### src/hw/gpib_defs.svh
// constants for the instrument bus device interface
`ifndef GPIB_DEFS_SVH
`define GPIB_DEFS_SVH

// system clock period in ns (100 MHz)
`define GPIB_CLK_NS      10
// source settling time before data valid, ns
`define GPIB_T1_NS       2000

// universal commands (low seven bits, attention asserted)
`define GPIB_CMD_LLO     7'h11
`define GPIB_CMD_DCL     7'h14
`define GPIB_CMD_PPU     7'h15
`define GPIB_CMD_SPE     7'h18
`define GPIB_CMD_SPD     7'h19
// addressed commands
`define GPIB_CMD_GTL     7'h01
`define GPIB_CMD_SDC     7'h04
`define GPIB_CMD_PPC     7'h05
`define GPIB_CMD_GET     7'h08
// unlisten / untalk
`define GPIB_CMD_UNL     7'h3f
`define GPIB_CMD_UNT     7'h5f
// command group field (bits 6:5)
`define GPIB_GRP_LSB     5
`define GPIB_GRP_LISTEN  2'b01
`define GPIB_GRP_TALK    2'b10
`define GPIB_GRP_SECOND  2'b11
// parallel poll secondary: bit 4 disable, bit 3 sense, bits 2:0 line
`define GPIB_PPE_DIS_BIT 4
`define GPIB_PPE_SNS_BIT 3
// status byte bit carrying the service request flag
`define GPIB_RSV_BIT     6
// address reserved for unlisten / untalk
`define GPIB_ADDR_NONE   5'h1f

`endif

### src/hw/gpib_pkg.sv
// state types for the instrument bus device interface
package gpib_pkg;

   // acceptor handshake states
   typedef enum logic [4:0] {
      AH_IDLE = 5'b00001,
      AH_NRDY = 5'b00010,
      AH_RDY  = 5'b00100,
      AH_ACPT = 5'b01000,
      AH_WAIT = 5'b10000
   } ah_state_t;

   // source handshake states
   typedef enum logic [2:0] {
      SH_IDLE = 3'b001,
      SH_DLY  = 3'b010,
      SH_TRS  = 3'b100
   } sh_state_t;

endpackage

### src/hw/gpib_sync.sv
// two-stage synchroniser for bus pin inputs
`timescale 1ns/1ns
module gpib_sync #(
   parameter int W = 1
) (
   input  wire logic         sys_clk_in, // system clock
   input  wire logic         rstn_in,    // sync reset, active low
   input  wire logic [W-1:0] d_in,       // asynchronous pins
   output logic      [W-1:0] q_out       // synchronised levels
);
   logic [W-1:0] meta_r;

   // idle bus lines float high, so reset to ones
   always_ff @(posedge sys_clk_in) begin
      if (!rstn_in) begin
         meta_r <= '1;
         q_out  <= '1;
      end else begin
         meta_r <= d_in;
         q_out  <= meta_r;
      end
   end
endmodule

### src/hw/gpib_device_interface.sv
// device side of the instrument bus: handshakes, addressing, polls, remote/local
`timescale 1ns/1ns
`include "gpib_defs.svh"
module gpib_device_interface
   import gpib_pkg::*;
#(
   parameter int SETTLE_NS = `GPIB_T1_NS,
   parameter int CLK_NS    = `GPIB_CLK_NS
) (
   input  wire logic       sys_clk_in,     // 100 MHz system clock
   input  wire logic       rstn_in,        // sync reset, active low
   input  wire logic [4:0] my_addr_in,     // own primary bus address
   // bus pins, open-drain lines drive low when enabled
   input  wire logic [7:0] dio_in,         // data lines
   output logic      [7:0] dio_out,        // data line drive value
   output logic      [7:0] dio_oe_out,     // data line enables
   input  wire logic       ifc_n_in,       // interface clear
   input  wire logic       atn_n_in,       // attention
   input  wire logic       ren_n_in,       // remote enable
   input  wire logic       eoi_n_in,       // end or identify
   output logic            eoi_oe_out,     // pull end or identify low
   output logic            srq_oe_out,     // pull service request low
   input  wire logic       dav_n_in,       // data valid
   output logic            dav_oe_out,     // pull data valid low
   input  wire logic       nrfd_n_in,      // not ready for data
   output logic            nrfd_oe_out,    // pull not ready low
   input  wire logic       ndac_n_in,      // not data accepted
   output logic            ndac_oe_out,    // pull not accepted low
   // received device bytes
   input  wire logic       rx_ready_in,    // user can take a byte
   output logic      [7:0] rx_data_out,    // received byte
   output logic            rx_end_out,     // byte was the last one
   output logic            rx_valid_out,   // one-cycle byte strobe
   // bytes to transmit
   input  wire logic [7:0] tx_data_in,     // byte to send
   input  wire logic       tx_end_in,      // mark byte as last
   input  wire logic       tx_valid_in,    // byte offered
   output logic            tx_ready_out,   // byte taken by the bus
   // status, service and poll
   input  wire logic [7:0] status_in,      // serial poll status byte
   input  wire logic       rsv_in,         // user wants service
   input  wire logic       ist_in,         // parallel poll status bit
   input  wire logic       rtl_in,         // front panel return to local
   // device state
   output logic            listen_out,     // listener addressed
   output logic            talk_out,       // talker addressed
   output logic            remote_out,     // remote operation
   output logic            lockout_out,    // local lockout
   output logic            dev_clear_out,  // one-cycle device clear
   output logic            trigger_out     // one-cycle device trigger
);
   localparam int SETTLE_CYC = (SETTLE_NS + CLK_NS - 1) / CLK_NS;
   localparam int CW         = $clog2(SETTLE_CYC + 1);

   ////////////////////////////////////////////////////////////////
   // pin synchronisers
   logic [7:0] dio_s;
   logic ifc_n_s, atn_n_s, ren_n_s, eoi_n_s, dav_n_s, nrfd_n_s, ndac_n_s;

   gpib_sync #(.W(15)) u_sync (
      .sys_clk_in (sys_clk_in),
      .rstn_in    (rstn_in),
      .d_in       ({dio_in, ifc_n_in, atn_n_in, ren_n_in, eoi_n_in,
                    dav_n_in, nrfd_n_in, ndac_n_in}),
      .q_out      ({dio_s, ifc_n_s, atn_n_s, ren_n_s, eoi_n_s,
                    dav_n_s, nrfd_n_s, ndac_n_s})
   );

   ////////////////////////////////////////////////////////////////
   // state registers
   ah_state_t     ah_r, ah_nxt;
   sh_state_t     sh_r, sh_nxt;
   logic [CW-1:0] cnt_r;
   logic          listen_r, talk_r, spms_r, pacs_r;
   logic          ppe_r, pp_sense_r;
   logic [2:0]    pp_line_r;
   logic          remote_r, lockout_r, srq_pend_r, rsv_prev_r;
   logic [7:0]    tx_byte_r, dio_val_r, dio_oe_r;
   logic          tx_eoi_r;
   logic [7:0]    rx_data_r;
   logic          rx_end_r, rx_valid_r, dev_clear_r, trigger_r;

   ////////////////////////////////////////////////////////////////
   // bus condition decode
   wire att      = ~atn_n_s;                  // interface messages
   wire ifc_act  = ~ifc_n_s;
   wire ren_act  = ~ren_n_s;
   wire acc_act  = (att | listen_r) & ~ifc_act;
   wire acc_rdy  = att | rx_ready_in;
   wire acc_take = (ah_r == AH_ACPT);
   wire [6:0] cmd = dio_s[6:0];               // parity bit ignored
   wire [1:0] grp = cmd[`GPIB_GRP_LSB +: 2];
   wire is_cmd   = acc_take & att;
   wire own_addr = (cmd[4:0] == my_addr_in) & (my_addr_in != `GPIB_ADDR_NONE);
   wire mla      = is_cmd & (grp == `GPIB_GRP_LISTEN) & own_addr;
   wire mta      = is_cmd & (grp == `GPIB_GRP_TALK) & own_addr;
   wire ota      = is_cmd & (grp == `GPIB_GRP_TALK) & ~own_addr;
   wire unl      = is_cmd & (cmd == `GPIB_CMD_UNL);
   wire c_llo    = is_cmd & (cmd == `GPIB_CMD_LLO);
   wire c_dcl    = is_cmd & (cmd == `GPIB_CMD_DCL);
   wire c_ppu    = is_cmd & (cmd == `GPIB_CMD_PPU);
   wire c_spe    = is_cmd & (cmd == `GPIB_CMD_SPE);
   wire c_spd    = is_cmd & (cmd == `GPIB_CMD_SPD);
   wire c_gtl    = is_cmd & (cmd == `GPIB_CMD_GTL) & listen_r;
   wire c_sdc    = is_cmd & (cmd == `GPIB_CMD_SDC) & listen_r;
   wire c_ppc    = is_cmd & (cmd == `GPIB_CMD_PPC) & listen_r;
   wire c_get    = is_cmd & (cmd == `GPIB_CMD_GET) & listen_r;
   wire c_sec    = is_cmd & (grp == `GPIB_GRP_SECOND);
   wire c_prim   = is_cmd & (grp != `GPIB_GRP_SECOND);
   wire rx_take  = acc_take & ~att & listen_r;

   ////////////////////////////////////////////////////////////////
   // acceptor handshake next state
   always_comb begin
      ah_nxt = ah_r;
      unique case (ah_r)
         AH_IDLE: if (acc_act) ah_nxt = AH_NRDY;
         AH_NRDY: begin
            if (!acc_act)               ah_nxt = AH_IDLE;
            else if (acc_rdy & dav_n_s) ah_nxt = AH_RDY;
         end
         AH_RDY: begin
            if (!acc_act)     ah_nxt = AH_IDLE;
            else if (!dav_n_s) ah_nxt = AH_ACPT;
            else if (!acc_rdy) ah_nxt = AH_NRDY;
         end
         AH_ACPT: ah_nxt = AH_WAIT;
         AH_WAIT: if (dav_n_s) ah_nxt = acc_act ? AH_NRDY : AH_IDLE;
         default: ah_nxt = AH_IDLE;
      endcase
   end

   // acceptor handshake line drive
   assign nrfd_oe_out = (ah_r == AH_NRDY) | (ah_r == AH_ACPT) | (ah_r == AH_WAIT);
   assign ndac_oe_out = (ah_r == AH_NRDY) | (ah_r == AH_RDY) | (ah_r == AH_ACPT);

   ////////////////////////////////////////////////////////////////
   // source handshake
   wire talk_act = talk_r & ~att & ~ifc_act;
   wire tx_have  = spms_r | tx_valid_in;
   wire settled  = (cnt_r >= CW'(SETTLE_CYC));
   wire tx_done  = (sh_r == SH_TRS) & ndac_n_s;
   wire [7:0] sp_byte = {status_in[7], srq_pend_r, status_in[5:0]};

   // next state of the source handshake
   always_comb begin
      sh_nxt = sh_r;
      unique case (sh_r)
         SH_IDLE: if (talk_act & tx_have) sh_nxt = SH_DLY;
         SH_DLY: begin
            if (!talk_act)                 sh_nxt = SH_IDLE;
            else if (settled & nrfd_n_s)   sh_nxt = SH_TRS;
         end
         SH_TRS: if (!talk_act | ndac_n_s) sh_nxt = SH_IDLE;
         default: sh_nxt = SH_IDLE;
      endcase
   end

   // source line drive: data valid only in the transfer state
   assign dav_oe_out   = (sh_r == SH_TRS);
   assign eoi_oe_out   = (sh_r != SH_IDLE) & tx_eoi_r;
   assign tx_ready_out = tx_done & ~spms_r;
   wire   src_drive    = (sh_r != SH_IDLE);

   ////////////////////////////////////////////////////////////////
   // parallel poll response decode
   wire pp_poll = att & ~eoi_n_s;
   wire pp_resp = pp_poll & ppe_r & (ist_in == pp_sense_r) & ~src_drive;
   wire [7:0] pp_mask = 8'h01 << pp_line_r;

   ////////////////////////////////////////////////////////////////
   // handshake state registers
   always_ff @(posedge sys_clk_in) begin
      if (!rstn_in) begin
         ah_r <= AH_IDLE;
         sh_r <= SH_IDLE;
      end else begin
         ah_r <= ah_nxt;
         sh_r <= sh_nxt;
      end
   end

   // settle counter and outgoing byte latch
   always_ff @(posedge sys_clk_in) begin
      if (!rstn_in) begin
         cnt_r     <= '0;
         tx_byte_r <= 8'h00;
         tx_eoi_r  <= 1'b0;
      end else if (sh_r == SH_IDLE) begin
         cnt_r     <= '0;
         tx_byte_r <= spms_r ? sp_byte : tx_data_in;
         tx_eoi_r  <= ~spms_r & tx_end_in;
      end else if (!settled) begin
         cnt_r <= cnt_r + CW'(1);
      end
   end

   // registered data line drive, cleared one cycle after valid drops
   always_ff @(posedge sys_clk_in) begin
      if (!rstn_in) begin
         dio_val_r <= 8'h00;
         dio_oe_r  <= 8'h00;
      end else begin
         dio_val_r <= src_drive ? tx_byte_r : 8'h00;
         dio_oe_r  <= src_drive ? 8'hff : (pp_resp ? pp_mask : 8'h00);
      end
   end
   assign dio_out    = dio_val_r;
   assign dio_oe_out = dio_oe_r;

   ////////////////////////////////////////////////////////////////
   // listener and talker addressing, serial poll mode
   always_ff @(posedge sys_clk_in) begin
      if (!rstn_in | ifc_act) begin
         listen_r <= 1'b0;
         talk_r   <= 1'b0;
         spms_r   <= 1'b0;
      end else begin
         if (mla)            listen_r <= 1'b1;
         else if (unl | mta) listen_r <= 1'b0;
         if (mta)            talk_r <= 1'b1;
         else if (ota | mla | (is_cmd & cmd == `GPIB_CMD_UNT))
            talk_r <= 1'b0;
         if (c_spe)      spms_r <= 1'b1;
         else if (c_spd) spms_r <= 1'b0;
      end
   end

   // parallel poll configuration
   always_ff @(posedge sys_clk_in) begin
      if (!rstn_in) begin
         pacs_r     <= 1'b0;
         ppe_r      <= 1'b0;
         pp_sense_r <= 1'b0;
         pp_line_r  <= 3'h0;
      end else begin
         if (ifc_act)     pacs_r <= 1'b0;
         else if (c_ppc)  pacs_r <= 1'b1;
         else if (c_prim) pacs_r <= 1'b0;
         if (c_ppu) ppe_r <= 1'b0;
         else if (c_sec & pacs_r) begin
            ppe_r      <= ~cmd[`GPIB_PPE_DIS_BIT];
            pp_sense_r <= cmd[`GPIB_PPE_SNS_BIT];
            pp_line_r  <= cmd[2:0];
         end
      end
   end

   ////////////////////////////////////////////////////////////////
   // remote/local with lockout, both dropped while remote enable is released
   always_ff @(posedge sys_clk_in) begin
      if (!rstn_in | !ren_act) begin
         remote_r  <= 1'b0;
         lockout_r <= 1'b0;
      end else begin
         if (mla)                         remote_r <= 1'b1;
         else if (c_gtl)                  remote_r <= 1'b0;
         else if (rtl_in & ~lockout_r)    remote_r <= 1'b0;
         if (c_llo)                       lockout_r <= 1'b1;
      end
   end

   ////////////////////////////////////////////////////////////////
   // service request: rising request sets, polled status clears
   wire srq_clr = tx_done & spms_r & tx_byte_r[`GPIB_RSV_BIT];
   always_ff @(posedge sys_clk_in) begin
      if (!rstn_in) begin
         srq_pend_r <= 1'b0;
         rsv_prev_r <= 1'b0;
      end else begin
         rsv_prev_r <= rsv_in;
         if (rsv_in & ~rsv_prev_r) srq_pend_r <= 1'b1;
         else if (srq_clr)         srq_pend_r <= 1'b0;
      end
   end
   assign srq_oe_out = srq_pend_r;

   ////////////////////////////////////////////////////////////////
   // received bytes and command strobes
   always_ff @(posedge sys_clk_in) begin
      if (!rstn_in) begin
         rx_data_r   <= 8'h00;
         rx_end_r    <= 1'b0;
         rx_valid_r  <= 1'b0;
         dev_clear_r <= 1'b0;
         trigger_r   <= 1'b0;
      end else begin
         rx_valid_r  <= rx_take;
         if (rx_take) begin
            rx_data_r <= dio_s;
            rx_end_r  <= ~eoi_n_s;
         end
         dev_clear_r <= c_dcl | c_sdc;
         trigger_r   <= c_get;
      end
   end

   assign rx_data_out   = rx_data_r;
   assign rx_end_out    = rx_end_r;
   assign rx_valid_out  = rx_valid_r;
   assign dev_clear_out = dev_clear_r;
   assign trigger_out   = trigger_r;
   assign listen_out    = listen_r;
   assign talk_out      = talk_r;
   assign remote_out    = remote_r;
   assign lockout_out   = lockout_r;
endmodule

### config.mk
export PLATFORM = sky130hd
export DESIGN_NAME = gpib_device_interface
export DESIGN_NICKNAME = d
export VERILOG_FILES = /design/src/hw/gpib_pkg.sv /design/src/hw/gpib_sync.sv /design/src/hw/gpib_device_interface.sv
export VERILOG_INCLUDE_DIRS = /design/src /design/src/hw
export SDC_FILE = /design/constraint.sdc
export NUM_CORES = 1
export LEC_CHECK = 0
export BUFFER_PORTS_ARGS = -buffer_cell sky130_fd_sc_hd__buf_2
export CAP_MARGIN = 40
export CORE_ASPECT_RATIO = 0.5
export CORE_UTILIZATION = 45
export DETAILED_ROUTE_END_ITERATION = 8
export PLACE_DENSITY = 0.7
export SYNTH_ARGS = -nofsm -noshare
export SYNTH_HDL_FRONTEND = slang
export SYNTH_SLANG_ARGS = --single-unit
### constraint.sdc
create_clock -name sys_clk_in -period 3.6 [get_ports sys_clk_in]
set_clock_uncertainty 0.15 [all_clocks]
set_input_delay 0.9 -clock sys_clk_in [delete_from_list [all_inputs] [get_ports sys_clk_in]]
set_output_delay 0.9 -clock sys_clk_in [all_outputs]
set_load 0.02 [all_outputs]
[After elaboration in Yosys (flattened, before gate mapping)]
Index checks and enable logic that the tools add are counted.
Word-level totals
  register bits: 96
  word-level logic and storage cells: 177
Cells by class
  add/subtract/negate cells: 1
  magnitude comparators: 1
  eq/ne operators: 34
  shifts and indexed selects: 1
  mux-type cells: 30
  bitwise operators: 70
  reductions and logical operators: 15
Operators by type and width (number)
  $and 1x1->1: 45
  $eq 7x5->1 const B: 5
  $mux 5: 7
  $pmux 5 s5: 1
  $mux 8: 3
  $eq 7x3->1 const B: 2
  $or 1x1->1: 14
  $mux 1: 13
  $mux 3: 4
  $not 1->1: 11
  $reduce_bool 2->1: 5
  $pmux 3 s3: 1
  $add 8x1->8 const B: 1
  $ge 8x8->1 const B: 1
  $shl 1x3->8 const A: 1
  $eq 7x1->1 const B: 1
  $eq 7x4->1 const B: 1
  $eq 7x6->1 const B: 1
  $eq 7x7->1 const B: 1
  $ne 2x2->1 const B: 3
  $ne 3x3->1 const B: 2
  $reduce_and 2->1: 3
  $eq 5x1->1 const B: 1
  $eq 5x2->1 const B: 1
  20 further kinds: 24

[Logic depth before layout (Yosys ltp)]
Gate-level depths: netlist (run 1).
  word-level depth: 8
  gate-level depth with buffers: 7

[Cells and area by module]
Synthesis (run 1) repeated with hierarchy kept, for this count alone.
Unflattened totals
  cell total of the unflattened synthesis: 396
  area total of the unflattened synthesis: 3778.6 µm²
By module, submodules not included
  gpib_device_interface: times used 1, cells each 333, area each 2967.8 µm², sequential area each 1321.3 µm²
  gpib_sync: times used 1, cells each 63, area each 810.8 µm², sequential area each 600.6 µm²

[Worst setup path after synthesis (run 1)]
No wires, ideal clock.
  path kind: reg-to-output
  start point: reg sh_r[2]
  end point: out tx_ready_out
  arrival: 1.566 ns
  data required time: 2.550 ns
  path slack: 0.984 ns
  stages on the path, launching flop included: 5
  path through: dfxtp_1 > clkbuf_1 > nor3b_1 > nand2_1 > nor2_1
Between the ends
  word-level cells in the longest chain between the ends: 3
RTL lines
  start: declaration: RTL line gpib_device_interface.sv:72  | sh_state_t sh_r, sh_nxt;
  start signal: assignment: RTL line gpib_device_interface.sv:179  | sh_r <= sh_nxt;
  $eq 3x3->1
  net dav_oe_out: RTL line gpib_device_interface.sv:24  | output logic dav_oe_out,
  $and 1x1->1: RTL line gpib_device_interface.sv:142  | wire tx_done = (sh_r == SH_TRS) & ndac_n_s;
  $and 1x1->1: RTL line gpib_device_interface.sv:162  | assign tx_ready_out = tx_done & ~spms_r;
  end: declaration: RTL line gpib_device_interface.sv:38  | output logic tx_ready_out,
The timed path passes the listed nets, and every way through them passes these cells.

[Worst setup path in the final report (run 1)]
  start point: reg ah_r[0]
  end point: out nrfd_oe_out
Between the ends
  word-level cells in the longest chain between the ends: 3
  elaborated cells on any way between the ends: 5
  classes of those cells: eq/ne (3); bitwise (2)
RTL lines
  start: declaration: RTL line gpib_device_interface.sv:71  | ah_state_t ah_r, ah_nxt;
  start signal: assignment: RTL line gpib_device_interface.sv:178  | ah_r <= ah_nxt;
  $eq 5x2->1 / $eq 5x4->1 (equally long branches): RTL line gpib_device_interface.sv:134  | assign nrfd_oe_out = (ah_r == AH_NRDY) | (ah_r == AH_ACPT) | (ah_r == AH_WAIT);
  $or 1x1->1: RTL line gpib_device_interface.sv:134
  $or 1x1->1 (*): RTL line gpib_device_interface.sv:134
  end: declaration: RTL line gpib_device_interface.sv:26  | output logic nrfd_oe_out,
Mark *: on every way between the ends. The rest lies on a longest branch, timed or not.

==> results of run 1 <==
-- worst register-to-register path: stages (launching register included) --
cell      delay [ps]
dfxtp_1          390
or4_4            600
or4_4            600
a221oi_2         270
-- metrics by stage --
stage                     setup WS, ps  std cells  power [W]
after floorplan                    984        402    0.00119
after global placement            1260        575    0.00122
after detailed placement          1270        575    0.00122
after CTS                          914        591    0.00219
after global routing               792        591    0.00224
final                              919        591    0.00216
-- cell type report --
| type | instances | share of cell area |
|---|---|---|
| clock inverter | 7 | 0.0175 |
| timing repair buffer | 85 | 0.0957 |
| inverter | 8 | 0.00656 |
| multi-input combinational | 274 | 0.380 |
| clock buffer | 9 | 0.0492 |
| sequential | 96 | 0.420 |
| tap | 112 | 0.0306 |
-- logic make-up (layout without fill, tap and decap cells) --
family                     after synthesis  in the layout
adders and majority gates                2              2
AOI/OAI and AO/OA                       57             57
xor gates and xnor gates                12             12
and+or+nand+nor                        182            182
buffers and inverters                   32            109
DFF                                     96             96
muxes                                   21             21
-- cell usage in the layout (no fill, tap or decap), drive strengths merged, types with 4 or more instances in the layout --
cell / n
nor4: 4
mux2i: 21
inv: 9
nor3: 11
a21oi: 15
nor2b: 7
and3: 12
clkbuf: 9
buf: 85
dfxtp: 96
nand4: 8
o21ai: 9
nand2b: 38
nand2: 22
a211oi: 12
o21a: 4
and2: 4
nor3b: 6
clkinv: 4
nand3: 7
xor2: 9
nor2: 46
-- synthesized netlist by cell type, types with 2 or more instances --
master    count  area (um2)
nand3b_1      2        15.0
ha_1          2        25.0
nand2_1      22        82.6
and3b_1       2        17.5
or3b_2        2        17.5
xnor2_1       3        26.3
buf_6         3        33.8
xor2_1        9        78.8
a211oi_1     12        90.1
o21a_1        4        30.0
nor4_1        4        25.0
nand4_1       8        50.1
nor3_1       11        55.1
buf_1         2        7.51
nor2_1       46         173
a21oi_1      15        75.1
a31oi_1       2        12.5
nand3_1       7        35.0
mux2i_1      21         210
or4_4         2        22.5
nor2b_1       7        43.8
nand2b_1     38         238
a41oi_1       3        26.3
o21ai_0       9        45.0
and3_1       11        68.8
inv_1         7        26.3
nand4b_1      3        26.3
clkbuf_1     19        71.3
and2_1        4        25.0
nor4b_1       3        26.3
dfxtp_1      96        1920
nor3b_1       5        37.5
-- power by group through the flow --
stage / Combinational [W] / Clock (W) / Sequential, W
after floorplan: 0.0000678 / 0 / 0.00112
after global placement: 0.0000933 / 0 / 0.00113
after detailed placement: 0.0000949 / 0 / 0.00113
after CTS: 0.0000953 / 0.000986 / 0.00110
after global routing: 0.000105 / 0.00103 / 0.00111
final: 0.0000944 / 0.000966 / 0.00110
-- registers in the layout, indices dropped and copies added, names as in the netlist, 5 cells and up --
name and cells:
u_sync.meta_r 15, u_sync.q_out 15, cnt_r 8, dio_oe_out 8, dio_out 8, rx_data_out 8, tx_byte_r 8, ah_r 5
-- per-layer routing --
layer,global-route usage,vias to the layer above
met1,0.213,1364
met3,0.0556,7
met5,0,-
met2,0.325,68
met4,0.0843,0
li1,-,1543
-- path summary, 6_finish.rpt --
| path | start | slack [ps] | end |
|---|---|---|---|
| worst max-delay path | ah_r[0] | 920 | nrfd_oe_out |
| worst max register to register | ah_r[0] | 1500 | ppe_r |
| worst min-delay path | u_sync.meta_r[13] | 260 | u_sync.q_out[13] |
| worst min register to register | u_sync.meta_r[13] | 260 | u_sync.q_out[13] |
==> impl_metrics.json, run 1 <==
{
  "seqPwrFrac": 0.510,
  "slew_headroom": 0.400,
  "cts.reportedPaths.clkPinSlew_ps": 60,
  "diodes": 0,
  "swShare": 0.224,
  "htreeDepth": 3,
  "ys_types": 50,
  "crit_path_max_incr_delay_ps": 390,
  "synth_fa_ha_area_frac": 0.00658,
  "finalSetupTns_ps": 0,
  "critical_path_arrival_ps": 1630,
  "io_pins": 82,
  "via_per_inst": 5.05,
  "crit_type": "register to output pin",
  "tightest_slew_ps": 888,
  "synth-seq-cells": 96,
  "core.rowCount": 23,
  "dr_wl_met3_um": 342,
  "die_w_um": 132,
  "ant_nets": 0,
  "fill_cells": 742,
  "post_cts_resized": 0,
  "clock_latency_ps": 350,
  "crit_family": "simple AND/OR/NAND/NOR gates",
  "yosys-mux-area-fraction": 0.0553,
  "p_int_w": 0.00168,
  "regArea_mm2": 0.00192,
  "ys.flop_type": "dfxtp_1",
  "synthesis.nets": 448,
  "crit_path_top_delay_cell": "dfxtp_1",
  "grt_antenna_before_repair": 0,
  "port_buffers": 80,
  "grt_pass1_vias": 2724,
  "p_sw_w": 0.000484,
  "clock_sinks": 96,
  "placed_area_mm2": 0.00427,
  "synthSimpleGateAreaFrac": 0.264,
  "highest_layer": "met4",
  "drt-met1-wl_um": 3690,
  "min_period_ps": 2680,
  "max_freq_ghz": 0.373,
  "cts_setup_buffers": 0,
  "drc": 0,
  "power_density_mw_per_mm2": 473,
  "combPwrFrac": 0.044,
  "finalHoldViolations": 0,
  "dpl.hpwl_um": 5390,
  "ir_drop_mv": 0.255,
  "area_growth_pct": 20.3,
  "cp.required_ps": 2550,
  "worst-path-stages": 5,
  "clkPwrFrac": 0.446,
  "multi_input_area_mm2": 0.00174,
  "whs_ps": 256,
  "fin_nets": 520,
  "vias": 2982,
  "ctsLongestPathBuffers": 2,
  "synth_top_family_by_area": "simple AND/OR/NAND/NOR gates",
  "synth-warning-count": 0,
  "grt_pass1_wl_um": 12500,
  "hold_depth": 1,
  "tritoncts": "yes",
  "grt_max_degree": 36,
  "synth_area_per_cell_um2": 9.46,
  "wl_um": 7690,
  "cellLeakagePower_nw": 2.00,
  "cts-root-buf": "clkbuf_16",
  "cp_max_fo": 9,
  "critPathBufInv": 2,
  "synth_compound_area_frac": 0.104,
  "drive_gt1_frac": 0.230,
  "slew_viol_final": 0,
  "grt-ovfl-total": 0,
  "synthCells": 402,
  "utilization": 0.566,
  "die_h_um": 67.0,
  "setup_viol": 0,
  "grt.total_usage": 0.185,
  "start_util": 0.470,
  "synth_edf_count": 0,
  "min_period_over_period": 0.745,
  "cts_hold_buffers": 0,
  "synth-xor-area-share": 0.0276,
  "core-area_mm2": 0.00809,
  "syn_area_mm2": 0.00380,
  "hp-class": "register to register",
  "async_flop_share": 0,
  "routabilityCongestion": 0.836,
  "worst-r2r-cell-count": 3,
  "drtIter0Drc": 166,
  "first_pass_iters": 7,
  "status": "finished, final reports clean",
  "cts_made_buffers": 9,
  "dr_wl_met2_um": 3600,
  "wl_per_cell_um": 13.0,
  "stdcell_area_mm2": 0.00457,
  "cp_cell_sequence": "nor4_1 -> buf_4 -> nand2_1 -> nand3_1 -> buf_2",
  "rsz0062_at_grt": "no",
  "max_cap_viol_count": 0,
  "end_kind": "output pin",
  "fp.dieArea_mm2": 0.00885,
  "critPathLaunchType": "register",
  "seq_area_frac_synth": 0.505
}
Power figures use the tool's default switching activity.
==> run 2, diff against run 1 <==
--- a/config.mk
+++ b/config.mk
@@ -6,6 +6,7 @@
 export SDC_FILE = /design/constraint.sdc
 export NUM_CORES = 1
 export LEC_CHECK = 0
+export ABC_AREA = 1
 export BUFFER_PORTS_ARGS = -buffer_cell sky130_fd_sc_hd__buf_2
 export CAP_MARGIN = 40
 export CORE_ASPECT_RATIO = 0.5
==> constraint.sdc (replaced) <==
create_clock -name sys_clk_in -period 2.7 [get_ports sys_clk_in]
set_clock_uncertainty 0.15 [all_clocks]
set_input_delay 0.675 -clock sys_clk_in [delete_from_list [all_inputs] [get_ports sys_clk_in]]
set_output_delay 0.675 -clock sys_clk_in [all_outputs]
set_load 0.02 [all_outputs]
==> run 2 against run 1 <==
Global-route usage down 0.42 points. Design area decreased by 0.90%. Die area shrank 1.6%. Largest power group unchanged.
==> impl_metrics.json, run 2 <==
{
  "rsz0062_at_grt": "no",
  "synth_area_leaders": "dfxtp_1 (51%), nor2_1 (5.9%), nand2_1 (5.7%)",
  "grt.total_usage": 0.181,
  "area_growth_pct": 21.1,
  "synth-seq-cells": 96,
  "slew_viol_final": 0,
  "utilization": 0.565,
  "synth_compound_area_frac": 0.114,
  "synth_fa_ha_area_frac": 0.00669,
  "hp-class": "register to register",
  "synth-xor-area-share": 0.00702,
  "drive_gt1_frac": 0.293,
  "status": "finished, final reports clean",
  "fp.dieArea_mm2": 0.00871,
  "end_kind": "output pin",
  "async_flop_share": 0,
  "cellLeakagePower_nw": 2.11,
  "tritoncts": "yes",
  "clock_latency_ps": 340,
  "htreeDepth": 3,
  "start_util": 0.466,
  "synth_edf_count": 0,
  "top_regs": "u_sync.meta_r (15), u_sync.q_out (15)",
  "first_pass_iters": 4,
  "grt_max_degree": 36,
  "finalHoldViolations": 0,
  "final_cell_mix": "dfxtp_1 (96), buf_2 (80), nor2_1 (59), nand2_1 (57), inv_1 (49)",
  "grt_antenna_before_repair": 0,
  "whs_ps": 263,
  "synthCells": 454,
  "cp_cell_sequence": "inv_1 -> nand3_1 -> nor2_1 -> nor2_1 -> nand2_1 -> buf_2",
  "via_per_inst": 4.70,
  "die_w_um": 131,
  "tightest_slew_ps": 389,
  "cts-root-buf": "clkbuf_16",
  "cts_setup_buffers": 0,
  "ff2ff_setup_slack_ps": 1010,
  "final_common_cell": "dfxtp_1",
  "grt_pass1_wl_um": 11900,
  "synth_common_cells": "dfxtp_1 (96), nor2_1 (59), nand2_1 (57), inv_1 (49), or2_2 (32)",
  "io_pins": 82,
  "ctsLongestPathBuffers": 2,
  "synth_area_per_cell_um2": 8.24,
  "crit_path_max_incr_delay_ps": 310,
  "clock_sinks": 96,
  "core.rowCount": 23,
  "cts_hold_buffers": 0,
  "wl_per_cell_um": 11.3,
  "post_cts_resized": 0,
  "synth_most_common_cell": "dfxtp_1",
  "crit_path_end": "ndac_oe_out",
  "seq_area_frac_synth": 0.514,
  "worst-r2r-cell-count": 6,
  "critPathLaunchType": "register",
  "wl_um": 7380,
  "ant_nets": 0,
  "cp_max_fo": 5,
  "crit_path_top_delay_cell": "dfxtp_1",
  "ys.flop_type": "dfxtp_1",
  "finalSetupTns_ps": 0,
  "max_cap_viol_count": 0,
  "yosys-mux-area-fraction": 0,
  "max_freq_ghz": 0.424,
  "r2r-end": "tx_byte_r[6]",
  "power_density_mw_per_mm2": 684,
  "synth_area_leader_cell": "dfxtp_1",
  "critPathLaunch": "ah_r[4]",
  "dpl.hpwl_um": 5380,
  "synth_top_area_frac": 0.514,
  "routabilityCongestion": 0.882,
  "vias": 3076,
  "syn_area_mm2": 0.00374,
  "grt-ovfl-total": 0,
  "port_buffers": 80,
  "drtIter0Drc": 180,
  "r2r_start": "sh_r[0]",
  "min_period_ps": 2360,
  "slew_headroom": 0.738,
  "cp.required_ps": 1880,
  "ys_types": 43,
  "grt_pass1_vias": 2681,
  "ir_drop_mv": 0.323,
  "fin_nets": 583,
  "synthSimpleGateAreaFrac": 0.288,
  "min_period_over_period": 0.873,
  "synth_top_family_by_area": "simple AND/OR/NAND/NOR gates",
  "die_h_um": 66.5,
  "cts.reportedPaths.clkPinSlew_ps": 60,
  "core-area_mm2": 0.00803,
  "drc": 0,
  "setup_viol": 0,
  "crit_type": "register to output pin",
  "cp_common_cell": "nor2_1",
  "critical_path_arrival_ps": 1530,
  "cts_made_buffers": 9,
  "synth-warning-count": 0,
  "diodes": 0,
  "synthesis.nets": 500
}
run 2: area by class of cell:
cell class / count / area (um2)
fillers: 783 / 3500
flip-flops and latches: 96 / 1920
multi-input cells: 291 / 1550
repair buffers: 84 / 430
clock buffers: 10 / 239
inverters: 55 / 208
well taps: 112 / 140
clock inverters: 6 / 40.0
run 2: logic make-up (layout without fill, tap and decap cells):
group / after synthesis / in the layout
adders and majority gates: 2 / 2
buffers and inverters: 67 / 155
and+or+nand+nor: 215 / 215
xor gates and xnor gates: 3 / 3
DFF: 96 / 96
AOI/OAI and AO/OA: 71 / 71
run 2: where the power goes:
part	switching, W	internal, W
registers	0.0000402	0.00148
clock network	0.000532	0.000650
logic	0.000238	0.000157
total	0.000811	0.00229
run 2: how the worst min path moves through the flow:
stage	from	endpoint	slack (ps)	cells after the start
2_1_floorplan	u_sync.meta_r[0]	u_sync.q_out[0]	240	1
3_3_place_gp	u_sync.meta_r[1]	u_sync.q_out[1]	240	1
3_5_place_dp	u_sync.meta_r[8]	u_sync.q_out[8]	250	1
4_1_cts	u_sync.meta_r[8]	u_sync.q_out[8]	260	1
5_1_grt	u_sync.meta_r[10]	u_sync.q_out[10]	280	1
6_report	u_sync.meta_r[6]	u_sync.q_out[6]	260	1
run 2: worst max-delay path: cells and delay by family (launching register included):
kind,cells,cell delay (ps)
buf+inv,2,290
flops,1,310
simple gates,4,580
run 2: through the flow:
step	std cells	power, W	instance area [um2]	setup WS (ps)
floorplan	454	0.00185	3740	536
global placement	638	0.00195	4250	743
detailed placement	638	0.00195	4250	730
CTS	654	0.00313	4530	351
global route	654	0.00326	4530	197
finish	654	0.00310	4530	343
run 2: metal layers:
layer	wire length [um]	global-route usage	vias to the layer above
li1	-	-	1631
met1	3400	0.211	1378
met2	3570	0.310	57
met3	295	0.0578	10
met4	114	0.0761	0
met5	0	0	-
